File: config.mk
export PLATFORM = sky130hd
export DESIGN_NAME = keyboard_interrupt_unit
export DESIGN_NICKNAME = d
export VERILOG_FILES = /design/src/keypad_irq_pkg.sv /design/src/keyboard_interrupt_unit.sv
export SDC_FILE = /design/constraint.sdc
export NUM_CORES = 1
export LEC_CHECK = 0
export ABC_AREA = 1
export BUFFER_PORTS_ARGS = -buffer_cell sky130_fd_sc_hd__buf_2
export CORE_MARGIN = 1
export CORE_UTILIZATION = 46
export DETAILED_ROUTE_END_ITERATION = 6
export PLACE_DENSITY = 0.79
export SYNTH_ARGS = -nofsm -noshare
export SYNTH_HDL_FRONTEND = slang
export SYNTH_SLANG_ARGS = --single-unit
File: constraint.sdc
create_clock -name clk -period 1.8 [get_ports clk]
set_input_delay 0 -clock clk [delete_from_list [all_inputs] [get_ports clk]]
set_output_delay 0 -clock clk [all_outputs]
set_load 0.1 [all_outputs]
File: src/keypad_irq_pkg.sv
// Package with register map, field positions and reset values of the keypad interrupt unit.
package keypad_irq_pkg;
  localparam int unsigned PIN_COUNT = 5;
  localparam logic [31:0] STATUS_CONTROL_OFFSET = 32'h0000_0000;
  localparam logic [31:0] PIN_ENABLE_OFFSET     = 32'h0000_0004;
  localparam logic [31:0] BREAK_CONTROL_OFFSET  = 32'h0000_0008;
  localparam int unsigned MODE_BIT    = 0;
  localparam int unsigned MASK_BIT    = 1;
  localparam int unsigned ACK_BIT     = 2;
  localparam int unsigned PENDING_BIT = 3;
  localparam int unsigned BREAK_CLEAR_BIT = 0;
  localparam logic [4:0] PIN_ENABLE_RESET = 5'h00;
  localparam logic [1:0] HTRANS_NONSEQ = 2'h2;
  localparam logic [1:0] HTRANS_SEQ    = 2'h3;
  localparam logic [1:0] HRESP_OKAY    = 2'h0;
endpackage

File: src/keyboard_interrupt_unit.sv
// Keypad interrupt unit with an AHB-Lite register slave.
//
// Our own choices: the register addresses and the AHB-Lite interface to the registers.
`timescale 1ns/1ns
module keyboard_interrupt_unit
  import keypad_irq_pkg::*;
(
  input  wire logic                 clk,
  input  wire logic                 rstn,
  input  wire logic                 hsel,
  input  wire logic [31:0]          haddr,
  input  wire logic [1:0]           htrans,
  input  wire logic                 hwrite,
  input  wire logic [2:0]           hsize,
  input  wire logic [31:0]          hwdata,
  input  wire logic                 hready,
  output logic      [31:0]          hrdata,
  output logic                      hreadyout,
  output logic      [1:0]           hresp,
  input  wire logic [PIN_COUNT-1:0] key_pin,
  input  wire logic [PIN_COUNT-1:0] pin_direction,
  input  wire logic                 vector_fetch,
  input  wire logic                 break_state,
  output logic      [PIN_COUNT-1:0] pullup_enable,
  output logic      [PIN_COUNT-1:0] pin_output_enable,
  output logic                      cpu_request,
  output logic                      wake_request
);
  import keypad_irq_pkg::*;

  // Register fields.
  logic [PIN_COUNT-1:0] pin_enable_bits;
  logic                 trigger_sense_select;
  logic                 request_mask;
  logic                 break_clear_enable;
  logic                 pending_flag;
  logic                 ack_seen;

  // Pin path.
  logic [PIN_COUNT-1:0] sync_pin;
  logic [PIN_COUNT-1:0] pin_low;
  logic                 any_low;
  logic                 any_low_prev;
  logic                 new_fall;

  // Bus path.
  logic                 addr_valid;
  logic                 addr_read;
  logic                 read_status;
  logic                 read_enable;
  logic                 read_break;
  logic                 dp_valid;
  logic                 dp_write;
  logic [31:0]          dp_addr;
  logic                 dp_write_valid;
  logic                 write_status;
  logic                 write_enable;
  logic                 write_break;

  // Acknowledge and request path.
  logic                 ack_allowed;
  logic                 ack_write;
  logic                 acknowledge;
  logic                 edge_pending;
  logic                 level_pending;
  logic                 level_ack_seen;
  logic                 next_pending;
  logic                 next_ack_seen;

  // Readback path.
  logic [7:0]           status_view;
  logic [7:0]           enable_view;
  logic [7:0]           break_view;
  logic [31:0]          next_hrdata;

  // One synchroniser per pin.
  // Its idle level is high, so a pin at rest gives no false fall after reset.
  for (genvar pin = 0; pin < PIN_COUNT; pin = pin + 1) begin : g_pin_sync
    pin_sync_stage #(
      .IDLE_LEVEL (1'b1)
    ) sync_stage (
      .clk      (clk),
      .rstn     (rstn),
      .raw_pin  (key_pin[pin]),
      .safe_pin (sync_pin[pin])
    );
  end

  assign pin_low = ~sync_pin & pin_enable_bits;
  assign any_low = |pin_low;

  // Previous level for edge detection.
  // Its reset value matches the idle level, so no false edge follows reset.
  always_ff @(posedge clk or negedge rstn) begin
    if (!rstn) begin
      any_low_prev <= 1'b0;
    end else begin
      any_low_prev <= any_low;
    end
  end

  // No edge while one stays low.
  // A pin that stays low hides a later fall on another pin; software may disable it.
  assign new_fall = any_low & ~any_low_prev;

  // AHB-Lite slave: zero wait states, always OKAY.
  // Only whole-word transfers are used, so hsize is not decoded.
  assign addr_valid = hsel & hready & (htrans == HTRANS_NONSEQ || htrans == HTRANS_SEQ);
  assign addr_read  = addr_valid & ~hwrite;

  // Address phase decode of reads.
  assign read_status = addr_read & (haddr == STATUS_CONTROL_OFFSET);
  assign read_enable = addr_read & (haddr == PIN_ENABLE_OFFSET);
  assign read_break  = addr_read & (haddr == BREAK_CONTROL_OFFSET);

  assign hreadyout = 1'b1;
  assign hresp     = HRESP_OKAY;

  // Data phase qualifier.
  // Address phase fields are taken only when the bus moves on.
  always_ff @(posedge clk or negedge rstn) begin
    if (!rstn) begin
      dp_valid <= 1'b0;
    end else if (hready) begin
      dp_valid <= addr_valid;
    end
  end

  // Data phase direction.
  always_ff @(posedge clk or negedge rstn) begin
    if (!rstn) begin
      dp_write <= 1'b0;
    end else if (hready) begin
      dp_write <= hwrite;
    end
  end

  // Data phase address.
  always_ff @(posedge clk or negedge rstn) begin
    if (!rstn) begin
      dp_addr <= 32'h0000_0000;
    end else if (hready) begin
      dp_addr <= haddr;
    end
  end

  // A write whose data stands on the bus in this cycle.
  assign dp_write_valid = dp_valid & dp_write;

  // Write strobes, one per register.
  assign write_status = dp_write_valid & (dp_addr == STATUS_CONTROL_OFFSET);
  assign write_enable = dp_write_valid & (dp_addr == PIN_ENABLE_OFFSET);
  assign write_break  = dp_write_valid & (dp_addr == BREAK_CONTROL_OFFSET);

  // Break protection of the acknowledge.
  // Without it a debugger stepping through the handler would lose the flag.
  assign ack_allowed = ~break_state | break_clear_enable;

  // Software and vector fetch acknowledge.
  // The vector fetch is taken as given; it is not gated by the break state.
  assign ack_write   = write_status & hwdata[ACK_BIT] & ack_allowed;
  assign acknowledge = ack_write | vector_fetch;

  always_ff @(posedge clk or negedge rstn) begin
    if (!rstn) begin
      trigger_sense_select <= 1'b0;
    end else if (write_status) begin
      trigger_sense_select <= hwdata[MODE_BIT];
    end
  end

  always_ff @(posedge clk or negedge rstn) begin
    if (!rstn) begin
      request_mask <= 1'b0;
    end else if (write_status) begin
      request_mask <= hwdata[MASK_BIT];
    end
  end

  // Pin enables.
  // Enabling a pin whose pullup has not yet settled can latch a false request.
  always_ff @(posedge clk or negedge rstn) begin
    if (!rstn) begin
      pin_enable_bits <= PIN_ENABLE_RESET;
    end else if (write_enable) begin
      pin_enable_bits <= hwdata[PIN_COUNT-1:0];
    end
  end

  // Break clear enable.
  always_ff @(posedge clk or negedge rstn) begin
    if (!rstn) begin
      break_clear_enable <= 1'b0;
    end else if (write_break) begin
      break_clear_enable <= hwdata[BREAK_CLEAR_BIT];
    end
  end

  // Edge mode: an acknowledge clears at once.
  always_comb begin
    edge_pending = pending_flag;
    if (acknowledge) begin
      edge_pending = 1'b0;
    end
  end

  // Level mode: a low pin holds the request.
  // Clear needs an acknowledge and all pins high, in either order.
  always_comb begin
    level_pending = pending_flag;
    if (any_low) begin
      level_pending = 1'b1;
    end
    if ((acknowledge || ack_seen) && !any_low) begin
      level_pending = 1'b0;
    end
  end

  // An acknowledge is remembered only while a request is pending.
  always_comb begin
    level_ack_seen = ack_seen;
    if (acknowledge) begin
      level_ack_seen = pending_flag;
    end
    if ((acknowledge || ack_seen) && !any_low) begin
      level_ack_seen = 1'b0;
    end
  end

  // A fresh fall relatches; it wins over an acknowledge in the same cycle.
  always_comb begin
    if (trigger_sense_select) begin
      next_pending  = level_pending;
      next_ack_seen = level_ack_seen;
    end else begin
      next_pending  = edge_pending;
      next_ack_seen = 1'b0;
    end
    if (new_fall) begin
      next_pending  = 1'b1;
      next_ack_seen = 1'b0;
    end
  end

  always_ff @(posedge clk or negedge rstn) begin
    if (!rstn) begin
      pending_flag <= 1'b0;
    end else begin
      pending_flag <= next_pending;
    end
  end

  // Remembered acknowledge for level mode.
  always_ff @(posedge clk or negedge rstn) begin
    if (!rstn) begin
      ack_seen <= 1'b0;
    end else begin
      ack_seen <= next_ack_seen;
    end
  end

  // Mask gates the CPU path, and the wake request with it.
  assign cpu_request = pending_flag & ~request_mask;

  assign wake_request = cpu_request;

  assign pullup_enable = pin_enable_bits;

  assign pin_output_enable = pin_direction & ~pin_enable_bits;

  // Pending flag as the reader will see it.
  // Acknowledge reads zero.
  // The flag is taken from its next value, so a read sees an event of the same cycle.
  always_comb begin
    status_view              = 8'h00;
    status_view[PENDING_BIT] = next_pending;
    status_view[MASK_BIT]    = request_mask;
    status_view[MODE_BIT]    = trigger_sense_select;
  end

  assign enable_view = {{(8 - PIN_COUNT){1'b0}}, pin_enable_bits};

  // Break control readback.
  always_comb begin
    break_view                  = 8'h00;
    break_view[BREAK_CLEAR_BIT] = break_clear_enable;
  end

  // Unmapped addresses and writes read as zero.
  always_comb begin
    next_hrdata = 32'h0000_0000;
    if (read_status) begin
      next_hrdata[7:0] = status_view;
    end else if (read_enable) begin
      next_hrdata[7:0] = enable_view;
    end else if (read_break) begin
      next_hrdata[7:0] = break_view;
    end
  end

  // Read data stands for one data phase only.
  always_ff @(posedge clk or negedge rstn) begin
    if (!rstn) begin
      hrdata <= 32'h0000_0000;
    end else begin
      hrdata <= next_hrdata;
    end
  end

endmodule // keyboard_interrupt_unit

// Two-stage synchroniser for one pin; only the second stage is read outside.
module pin_sync_stage
#(
  parameter logic IDLE_LEVEL = 1'b1
)
(
  input  wire logic clk,
  input  wire logic rstn,
  input  wire logic raw_pin,
  output logic      safe_pin
);
  logic first_stage;

  // First stage may go metastable, so nothing but the second stage reads it.
  always_ff @(posedge clk or negedge rstn) begin
    if (!rstn) begin
      first_stage <= IDLE_LEVEL;
    end else begin
      first_stage <= raw_pin;
    end
  end

  // Second stage is the only output.
  always_ff @(posedge clk or negedge rstn) begin
    if (!rstn) begin
      safe_pin <= IDLE_LEVEL;
    end else begin
      safe_pin <= first_stage;
    end
  end

endmodule // pin_sync_stage

==> results of run 1 <==
==> worst max-delay path, stage by stage <==
cell	delay [ns]
dlygate4sd3_1	0.53
buf_2	0.13
nor4_1	0.43
nand4_1	0.26
nor2_2	0.21
o21ai_1	0.08
a21oi_1	0.14
==> flip-flops by register name, summed over array words and instances, names as in the netlist <==
register	count
dp_addr	32
g_pin_sync.sync_stage.first_stage	5
g_pin_sync.sync_stage.safe_pin	5
hrdata	5
pullup_enable	5
ack_seen	1
any_low_prev	1
break_clear_enable	1
dp_valid	1
dp_write	1
pending_flag	1
request_mask	1
trigger_sense_select	1
==> through the flow <==
step	instances	hold WS, ns	setup WS, ns	utilization, %	power [mW]
after floorplan	317	-0.296	0.00880	-	1.98
after global placement	429	0.0333	0.398	53.7	2.04
after detailed placement	429	0.0551	0.347	53.7	2.06
after CTS	492	0.135	0.252	64.7	3.26
after global routing	492	0.171	0.144	64.7	3.38
final	492	0.138	0.265	64.7	3.24
==> metal layers <==
metal / track usage, % / vias up / wire, um
met5: 0 / - / 0
met4: 11.1 / 0 / 157
met3: 4.20 / 14 / 275
met2: 35.0 / 70 / 3100
met1: 22.6 / 1062 / 2460
li1: - / 1122 / -
==> placed cells by master (no fill, tap or decap), drive strengths merged, types with 2 or more instances in the layout <==
cell	synthesis	routed
conb	2	30
nor2	33	33
nand3	7	7
dlygate4sd3	0	47
mux2	18	18
nand2	39	39
dfstp	10	10
nor4	7	7
clkbuf	3	14
inv	40	40
nor3	3	3
a21oi	3	3
dfrtp	50	50
buf	33	73
o21ai	26	26
nand4	10	10
o22ai	2	2
==> power groups by stage <==
stage / Combinational (mW) / Clock, mW / Sequential [mW]
after CTS: 0.630 / 1.14 / 1.49
final: 0.632 / 1.12 / 1.49
after detailed placement: 0.552 / 0 / 1.51
after floorplan: 0.476 / 0 / 1.50
after global placement: 0.540 / 0 / 1.50
after global routing: 0.678 / 1.21 / 1.50
==> cells by family (layout without fill, tap and decap cells) <==
| family | count (synthesis) | in the layout |
|---|---|---|
| AND/OR/NAND/NOR | 100 | 100 |
| buffers and inverters | 76 | 176 |
| AO/OA/AOI/OAI | 33 | 33 |
| multiplexers | 18 | 18 |
| other | 2 | 30 |
| flip-flops | 60 | 60 |
==> Yosys cell counts <==
master     n
a211o_1    1
a211oi_2   1
a21oi_1    3
buf_2      2
buf_4     31
clkbuf_1   3
conb_1     2
dfrtp_1   50
dfstp_2   10
inv_1     37
inv_2      3
mux2_2    18
nand2_1   34
nand2_2    4
nand2_4    1
nand3_1    5
nand3_2    2
nand3b_1   1
nand4_1    8
nand4_4    2
nor2_1    30
nor2_2     1
nor2_4     2
nor3_1     3
nor4_1     5
nor4_2     1
nor4_4     1
o21ai_0   18
o21ai_1    8
o22ai_1    2
==> worst min-delay path by stage <==
stage                startpoint      endpoint  slack [ns]  depth (start not counted)
CTS                 break_state  pending_flag        0.13                          5
global placement           rstn     hrdata[3]        0.03                          1
floorplan                  rstn      ack_seen       -0.30                          0
global route        break_state  pending_flag        0.17                          5
finish              break_state  pending_flag        0.14                          5
detailed placement         rstn     hrdata[3]        0.06                          1
==> area by class of cell <==
| type | instances | share of cell area [%] |
|---|---|---|
| Clock buffer | 14 | 3.73 |
| Timing Repair Buffer | 120 | 22.3 |
| Multi-Input combinational cell | 181 | 27.2 |
| Sequential cell | 60 | 39.5 |
| Clock inverter | 2 | 0.915 |
| Inverter | 40 | 3.92 |
| Tap cell | 75 | 2.45 |
==> results.json, run 1 <==
{
  "dieWidth_um": 80.5,
  "multiInputGateArea_sq_mm": 0.00104,
  "r2r_start": "dp_addr[9]",
  "final-hold-violation-count": 0,
  "synth_seq_area_share_pct": 53.4,
  "syn_avg_cell_area_sq_um": 9.82,
  "cts_hold_buf": 47,
  "drt_iter0_drc": 111,
  "placed_area_sq_mm": 0.00318,
  "area_growth_pct": 34.9,
  "antenna_left": 0,
  "cts_setup_buffers": 0,
  "synth-compound-area-share_pct": 6.31,
  "num_rows": 28,
  "drv_cap": 0,
  "clk_pin_slew_ns": 0.06,
  "diodes": 0,
  "drive_above_1_share_pct": 32.6,
  "synthXorXnorAreaFrac_pct": 0,
  "seq_power_share_pct": 45.9,
  "io_pins": 133,
  "routed_via_density": 4.61,
  "initial_core_util_pct": 47.9,
  "cts_buffers": 9,
  "relSlewSlack_pct": 59.0,
  "r2r-end": "pullup_enable[0]",
  "max_freq_ghz": 0.652,
  "ys_seq_elements": 60,
  "grt_pass1_wl_um": 9490,
  "hpwl_um": 3980,
  "crit_arrival_ns": 1.78,
  "p_comb_share_pct": 19.5,
  "drc": 0,
  "clock_power_share_pct": 34.7,
  "cp_max_fo": 4,
  "clockBufferDepth": 2,
  "fp.coreArea_sq_mm": 0.00592,
  "crit_required_ns": 2.04,
  "grt_overflow": 0,
  "power_density_mw_per_mm2": 847,
  "drt_first_pass_iters": 4,
  "syn_area_sq_mm": 0.00284,
  "slew_violations": 0,
  "power.switching_uw": 966,
  "yosysTopAreaCell": "dfrtp_1",
  "layout.nets": 498,
  "post_cts_resized": 0,
  "tns_ns": 0,
  "synth_top_family_by_area": "simple AND/OR/NAND/NOR gates",
  "grt_max_degree": 50,
  "period_share_pct": 85.3,
  "grt_pass1_vias": 2143,
  "muxShareOfSynthArea_pct": 7.14,
  "synth_area_leaders": "dfrtp_1 (44%), dfstp_2 (9.3%), buf_4 (8.2%)",
  "synth_top_area_share_pct": 44.1,
  "routedWlPerCell_um": 12.2,
  "cp-startpoint": "haddr[20]",
  "crit_path_end": "hrdata[0]",
  "status": "completed",
  "p_leak_nw": 1.94,
  "tritoncts": "yes",
  "internal-power_mw": 2.28,
  "htreeDepth": 3,
  "seq_area_sq_mm": 0.00151,
  "dieArea_sq_mm": 0.00649,
  "rsz0062_at_grt": "no",
  "min_period_ns": 1.53,
  "sw_frac_of_total_pct": 29.8,
  "via_count": 2268,
  "cts-root-buf": "clkbuf_8",
  "ff2ff_path_depth": 6,
  "die_h_um": 80.5,
  "regToRegSetupSlack_ns": 0.35,
  "clk_latency_ns": 0.33,
  "critPathLaunchType": "input pin",
  "design_area_sq_mm": 0.00383,
  "yosys.area_share.simple_pct": 18.7,
  "synthAdderAreaFrac_pct": 0,
  "drt_wl_total_um": 5990,
  "routabilityCongestion": 0.785,
  "finClkSkew_ns": 0.0107,
  "grtUsageTotal_pct": 20.0,
  "num-fill-cells": 505,
  "hold_path_class": "input pin to flip-flop",
  "tightest_slew_ns": 0.614,
  "cts.sinks": 60,
  "place.port_buffers": 71,
  "peakVddDrop_mv": 0.538,
  "yosysWarningCount": 0,
  "synth_cell_type_count": 30,
  "final-setup-viol-count": 0,
  "crit_type": "input pin to flip-flop",
  "grt_antenna_before_repair": 0,
  "crit_path_end_kind": "flip-flop",
  "netlist_instances": 289
}
(Power assumes the default switching activity.)
==> run 2, diff against run 1 <==
==> constraint.sdc (replaced) <==
create_clock -name clk -period 1.7 [get_ports clk]
set_input_delay 0 -clock clk [delete_from_list [all_inputs] [get_ports clk]]
set_output_delay 0 -clock clk [all_outputs]
set_load 0.1 [all_outputs]
==> run 2 against run 1 <==
Clock-buffer cell count decreased by 2. Clock skew decreased by 0.00063 ns. Die area unchanged. Via count decreased by 0.57%. Register-to-register slack got worse by 0.12 ns. Critical endpoint is now hrdata[4]. Highest routed layer unchanged.
==> results.json, run 2 (synthesis gave the netlist of run 1 again) <==
{
  "grt_max_degree": 50,
  "hold_path_class": "input pin to async pin",
  "layout_common_cells": "buf_2 (71), dlygate4sd3_1 (47), dfrtp_1 (45)",
  "peakVddDrop_mv": 0.621,
  "area_growth_pct": 37.6,
  "grt_pass1_vias": 2158,
  "max_freq_ghz": 0.645,
  "largest-register": "dp_addr",
  "clk_latency_ns": 0.34,
  "status": "completed",
  "hpwl_um": 3940,
  "tns_ns": 0,
  "drc": 0,
  "cts_setup_buffers": 0,
  "final-hold-violation-count": 0,
  "dieWidth_um": 80.5,
  "grt_overflow": 0,
  "power.total_mw": 3.75,
  "num_rows": 28,
  "final-setup-viol-count": 0,
  "use_met3_pct": 3.75,
  "dieArea_sq_mm": 0.00649,
  "grtUsageMet1_pct": 23.5,
  "routed_via_density": 4.57,
  "grt_pass1_wl_um": 9720,
  "initial_core_util_pct": 47.9,
  "diodes": 0,
  "clk_pin_slew_ns": 0.06,
  "place.port_buffers": 71,
  "min_period_ns": 1.55,
  "io_pins": 133,
  "largest_reg_flops": 32,
  "drt_wl_total_um": 6080,
  "tritoncts": "yes",
  "routabilityCongestion": 0.779,
  "slew_violations": 0,
  "layout.nets": 499,
  "critPathLaunchType": "input pin",
  "num-fill-cells": 476,
  "cp_max_fo": 4,
  "gr-usage-met2_pct": 36.3,
  "regToRegSetupSlack_ns": 0.23,
  "final_common_cell": "buf_2",
  "grt_antenna_before_repair": 0,
  "cts-root-buf": "clkbuf_8",
  "htreeDepth": 3,
  "crit_path_end_kind": "flip-flop",
  "drv_cap": 0,
  "grtUsageTotal_pct": 20.3,
  "crit_required_ns": 1.97,
  "drt_first_pass_iters": 4,
  "crit_arrival_ns": 1.82,
  "post_cts_resized": 0,
  "drive_above_1_share_pct": 35.2,
  "cts_buffers": 9,
  "clockBufferDepth": 2,
  "period_share_pct": 91.2,
  "routedWlPerCell_um": 12.3,
  "rsz0062_at_grt": "no",
  "power_density_mw_per_mm2": 961,
  "crit_type": "input pin to flip-flop",
  "p_leak_nw": 1.98,
  "fp.coreArea_sq_mm": 0.00592,
  "finClkSkew_ns": 0.0101,
  "antenna_left": 0,
  "via_count": 2255,
  "cts.sinks": 60,
  "drt_iter0_drc": 106,
  "die_h_um": 80.5,
  "grt_busiest_layer": "met2"
}
[run 2: area by class of cell]
type | instances | area [sq um] | area share [%]
sequential | 60 | 1520 | 38.9
clock buffer | 12 | 165 | 4.23
multi-input combinational | 181 | 1040 | 26.8
inverter | 40 | 150 | 3.84
clock inverter | 4 | 70.1 | 1.79
tap | 75 | 93.8 | 2.40
timing repair buffer | 121 | 861 | 22.0
[run 2: routing by layer]
| metal | share of wire (%) | vias to the layer above |
|---|---|---|
| li1 | - | 1115 |
| met1 | 42 | 1056 |
| met2 | 52 | 78 |
| met3 | 4.9 | 6 |
| met4 | 1.0 | 0 |
| met5 | 0 | - |
[run 2: worst paths after layout]
| path | cells past startpoint | from | to |
|---|---|---|---|
| max in group asynchronous | 3 | rstn | g_pin_sync[2].sync_stage.first_stage |
| setup reg to reg | 10 | dp_addr[16] | hrdata[3] |
| hold reg to reg | 0 | g_pin_sync[1].sync_stage.first_stage | g_pin_sync[1].sync_stage.safe_pin |
| hold / removal | 2 | rstn | dp_addr[12] |
| min in group clk | 5 | break_state | pending_flag |
| setup / recovery | 7 | haddr[20] | hrdata[4] |
[run 2: what timing repair did]
item,4_1_cts,5_1_grt
setup endpoints to repair,0,0
hold buffers,47,0
endpoints found under the hold margin,103,0
[run 2: power breakdown]
group | internal, mW | switching [mW]
registers | 1.53 | 0.0441
logic | 0.202 | 0.469
clock network | 0.940 | 0.565
[run 2: stage by stage]
stage          hold slack (ns)  utilization (%)  instance area, sq um  std cells  setup WS, ns
4_1_cts                  0.118             66.0                  3910        493         0.188
5_1_grt                  0.152             66.0                  3910        493        0.0395
6_report                 0.119             66.0                  3910        493         0.149
2_1_floorplan           -0.296                -                  2970        317        0.0520
3_3_place_gp           -0.0509             54.0                  3200        430         0.294
3_5_place_dp           -0.0485             54.0                  3200        430         0.257
[run 2: worst max-delay path, stage by stage]
cell and delay (ns):
dlygate4sd3_1 0.55, buf_2 0.14, nor4_1 0.39, nand4_1 0.27, nor2_2 0.22, nand3_1 0.14
nor2_1 0.11
==> run 3, diff against run 2 <==
--- a/config.mk
+++ b/config.mk
@@ -5,12 +5,11 @@
 export SDC_FILE = /design/constraint.sdc
 export NUM_CORES = 1
 export LEC_CHECK = 0
-export ABC_AREA = 1
 export BUFFER_PORTS_ARGS = -buffer_cell sky130_fd_sc_hd__buf_2
 export CORE_MARGIN = 1
 export CORE_UTILIZATION = 46
 export DETAILED_ROUTE_END_ITERATION = 6
-export PLACE_DENSITY = 0.79
+export PLACE_DENSITY = 0.8
 export SYNTH_ARGS = -nofsm -noshare
 export SYNTH_HDL_FRONTEND = slang
 export SYNTH_SLANG_ARGS = --single-unit
==> run 3 against run 2 <==
The flow now finishes with violations (negative setup slack). Clock power decreased by 17%. Clock skew decreased by 0.0017 ns. Combinational power increased by 3%. Via count decreased by 9.3%. Largest power group unchanged. Setup slack got worse by 0.50 ns. Largest cell class unchanged. Area after synthesis decreased by 5.8%. Wire length increased by 1.8%. Critical path depth decreased by 2.
==> results.json, run 3 <==
{
  "netlist_instances": 206,
  "path_buf_inv": 0,
  "via_count": 2046,
  "drive_above_1_share_pct": 47.8,
  "synth_seq_area_share_pct": 56.6,
  "cts-root-buf": "clkbuf_8",
  "synth.most_common_cell": "dfrtp_1",
  "design_area_sq_mm": 0.00381,
  "synth_edf_count": 0,
  "grt_overflow": 0,
  "yosysTopAreaCell": "dfrtp_1",
  "max_freq_ghz": 0.487,
  "cp_slowest_cell": "or4_4",
  "layout.nets": 420,
  "drt_wl_total_um": 6190,
  "grt_pass1_wl_um": 10000,
  "drc": 0,
  "final-setup-viol-count": 11,
  "async_reset_ff_share_pct": 100,
  "ys_seq_elements": 60,
  "crit_type": "flip-flop to flip-flop",
  "cp-startpoint": "dp_addr[4]",
  "syn_avg_cell_area_sq_um": 13.0,
  "drt_first_pass_iters": 6,
  "crit_top_cell": "or4_4",
  "hold_path_class": "input pin to flip-flop",
  "dieWidth_um": 78.2,
  "min_period_ns": 2.05,
  "cp_cell_sequence": "or4_4 > or4_4 > nor4_4 > o2bb2ai_2 > o211a_1",
  "grt_antenna_before_repair": 0,
  "layout_common_cells": "buf_2 (71), dfrtp_1 (50), dlygate4sd3_1 (46)",
  "grtUsageTotal_pct": 21.9,
  "crit_required_ns": 1.92,
  "fin_ws_ns": -0.353,
  "clockBufferDepth": 2,
  "ff2ff_path_depth": 5,
  "routed_via_density": 4.98,
  "status": "finished with violations",
  "crit_path_end_kind": "flip-flop",
  "peakVddDrop_mv": 0.608,
  "period_share_pct": 121,
  "syn_area_sq_mm": 0.00267,
  "clk_latency_ns": 0.33,
  "crit_path_end": "hrdata[3]",
  "io_pins": 133,
  "hpwl_um": 3860,
  "synth_area_leaders": "dfrtp_1 (47%), mux2_2 (17%), dfstp_2 (9.8%)",
  "grt_max_degree": 41,
  "largest-register": "dp_addr",
  "htreeDepth": 3,
  "routabilityCongestion": 0.755,
  "power_density_mw_per_mm2": 924,
  "ys.flop_type": "dfrtp_1",
  "r2r-end": "hrdata[3]",
  "placed_area_sq_mm": 0.00308,
  "yosysWarningCount": 0,
  "drt_iter0_drc": 131,
  "routedWlPerCell_um": 15.1,
  "largest_reg_flops": 32,
  "cpLargestDelayFamily": "simple AND/OR/NAND/NOR gates",
  "final_common_cell": "buf_2",
  "grt_pass1_vias": 2076,
  "slew_violations": 0,
  "area_growth_pct": 42.6,
  "violations": "negative setup slack",
  "cts.sinks": 60,
  "synth_cell_type_count": 29,
  "drv_cap": 0,
  "initial_core_util_pct": 48.2,
  "diodes": 0,
  "crit_arrival_ns": 2.27,
  "slowest_delay_ns": 0.52,
  "power.total_mw": 3.52,
  "tns_ns": -3.38,
  "antenna_left": 0,
  "finClkSkew_ns": 0.00832,
  "finish.utilization_pct": 68.8,
  "rsz0062_at_grt": "yes",
  "final-hold-violation-count": 0,
  "synth_common_cells": "dfrtp_1 (50), mux2_2 (41), buf_4 (31)",
  "regToRegSetupSlack_ns": -0.35,
  "die_h_um": 78.2,
  "p_leak_nw": 1.84,
  "num_rows": 27,
  "critPathLaunchType": "flip-flop",
  "clk_pin_slew_ns": 0.07,
  "place.port_buffers": 71,
  "r2r_start": "dp_addr[4]",
  "place_ws_ns": -0.439,
  "cts_buffers": 9,
  "synth_top_area_share_pct": 46.8,
  "tritoncts": "yes",
  "worst-path-stages": 5,
  "fp.coreArea_sq_mm": 0.00554,
  "cp_max_fo": 3,
  "dieArea_sq_mm": 0.00612
}
-- run 3: cell types whose count changed after synthesis, moves of 10 or more --
cell     before  now
inv_1        37    5
nand2_1      34    4
nor2_1       30    0
mux2_2       18   41
o21ai_0      18    3
nor4_1        5   15
-- run 3: timing repair --
| item | in CTS | in global routing |
|---|---|---|
| pin swaps | 2 | 3 |
| endpoints found under the setup margin | 11 | 14 |
| setup buffers | 1 | 0 |
| endpoints found under the hold margin | 69 | 0 |
| hold buffers | 46 | 0 |
| gates resized for setup | 8 | 4 |
-- run 3: area by class of cell --
cell class	count	area, sq um
Timing Repair Buffer	125	888
Clock buffer	16	200
Sequential cell	60	1510
Inverter	5	18.8
Tap cell	72	90.1
Fill cell	384	1730
Multi-Input combinational cell	133	1100
-- run 3: cells by family after synthesis --
logic type,after synthesis,synth area share [%]
and+or+nand+nor,52,12.5
DFF,60,56.6
muxes,43,18.0
buffers and inverters,41,10.1
AOI/OAI and AO/OA,8,2.39
other,2,0.281
-- run 3: through the flow --
step | hold slack, ns | instances
after global placement | -0.0163 | 348
after global routing | 0.0385 | 411
after CTS | 0.00928 | 411
final | 0.0435 | 411
after floorplan | -0.296 | 234
after detailed placement | -0.0132 | 348
-- run 3: routing by layer --
| layer | vias up | GRT usage [%] | wire [um] |
|---|---|---|---|
| li1 | 930 | - | - |
| met1 | 1010 | 26.5 | 2550 |
| met2 | 88 | 36.4 | 3190 |
| met3 | 18 | 5.70 | 305 |
| met4 | 0 | 10.4 | 148 |
| met5 | - | 0 | 0 |
-- run 3: worst min path at each step --
stage | startpoint | to | slack (ns) | cells after the start
4_1_cts | htrans[1] | hrdata[0] | 0.009 | 3
3_3_place_gp | rstn | dp_addr[20] | -0.02 | 1
2_1_floorplan | rstn | ack_seen | -0.30 | 0
6_report | haddr[2] | hrdata[4] | 0.04 | 2
5_1_grt | haddr[2] | hrdata[4] | 0.04 | 2
3_5_place_dp | rstn | dp_addr[20] | -0.01 | 1
-- run 3: worst register-to-register path, cell delays in order (launching register included) --
cell and delay, ns:
dfrtp_1 0.39, or4_4 0.52, or4_4 0.50, nor4_4 0.22, o2bb2ai_2 0.09, o211a_1 0.22
-- run 3: where the power goes --
part           switching, mW  total, mW  internal [mW]
registers             0.0483       1.58           1.53
logic                  0.471      0.690          0.219
clock network          0.522       1.25          0.731
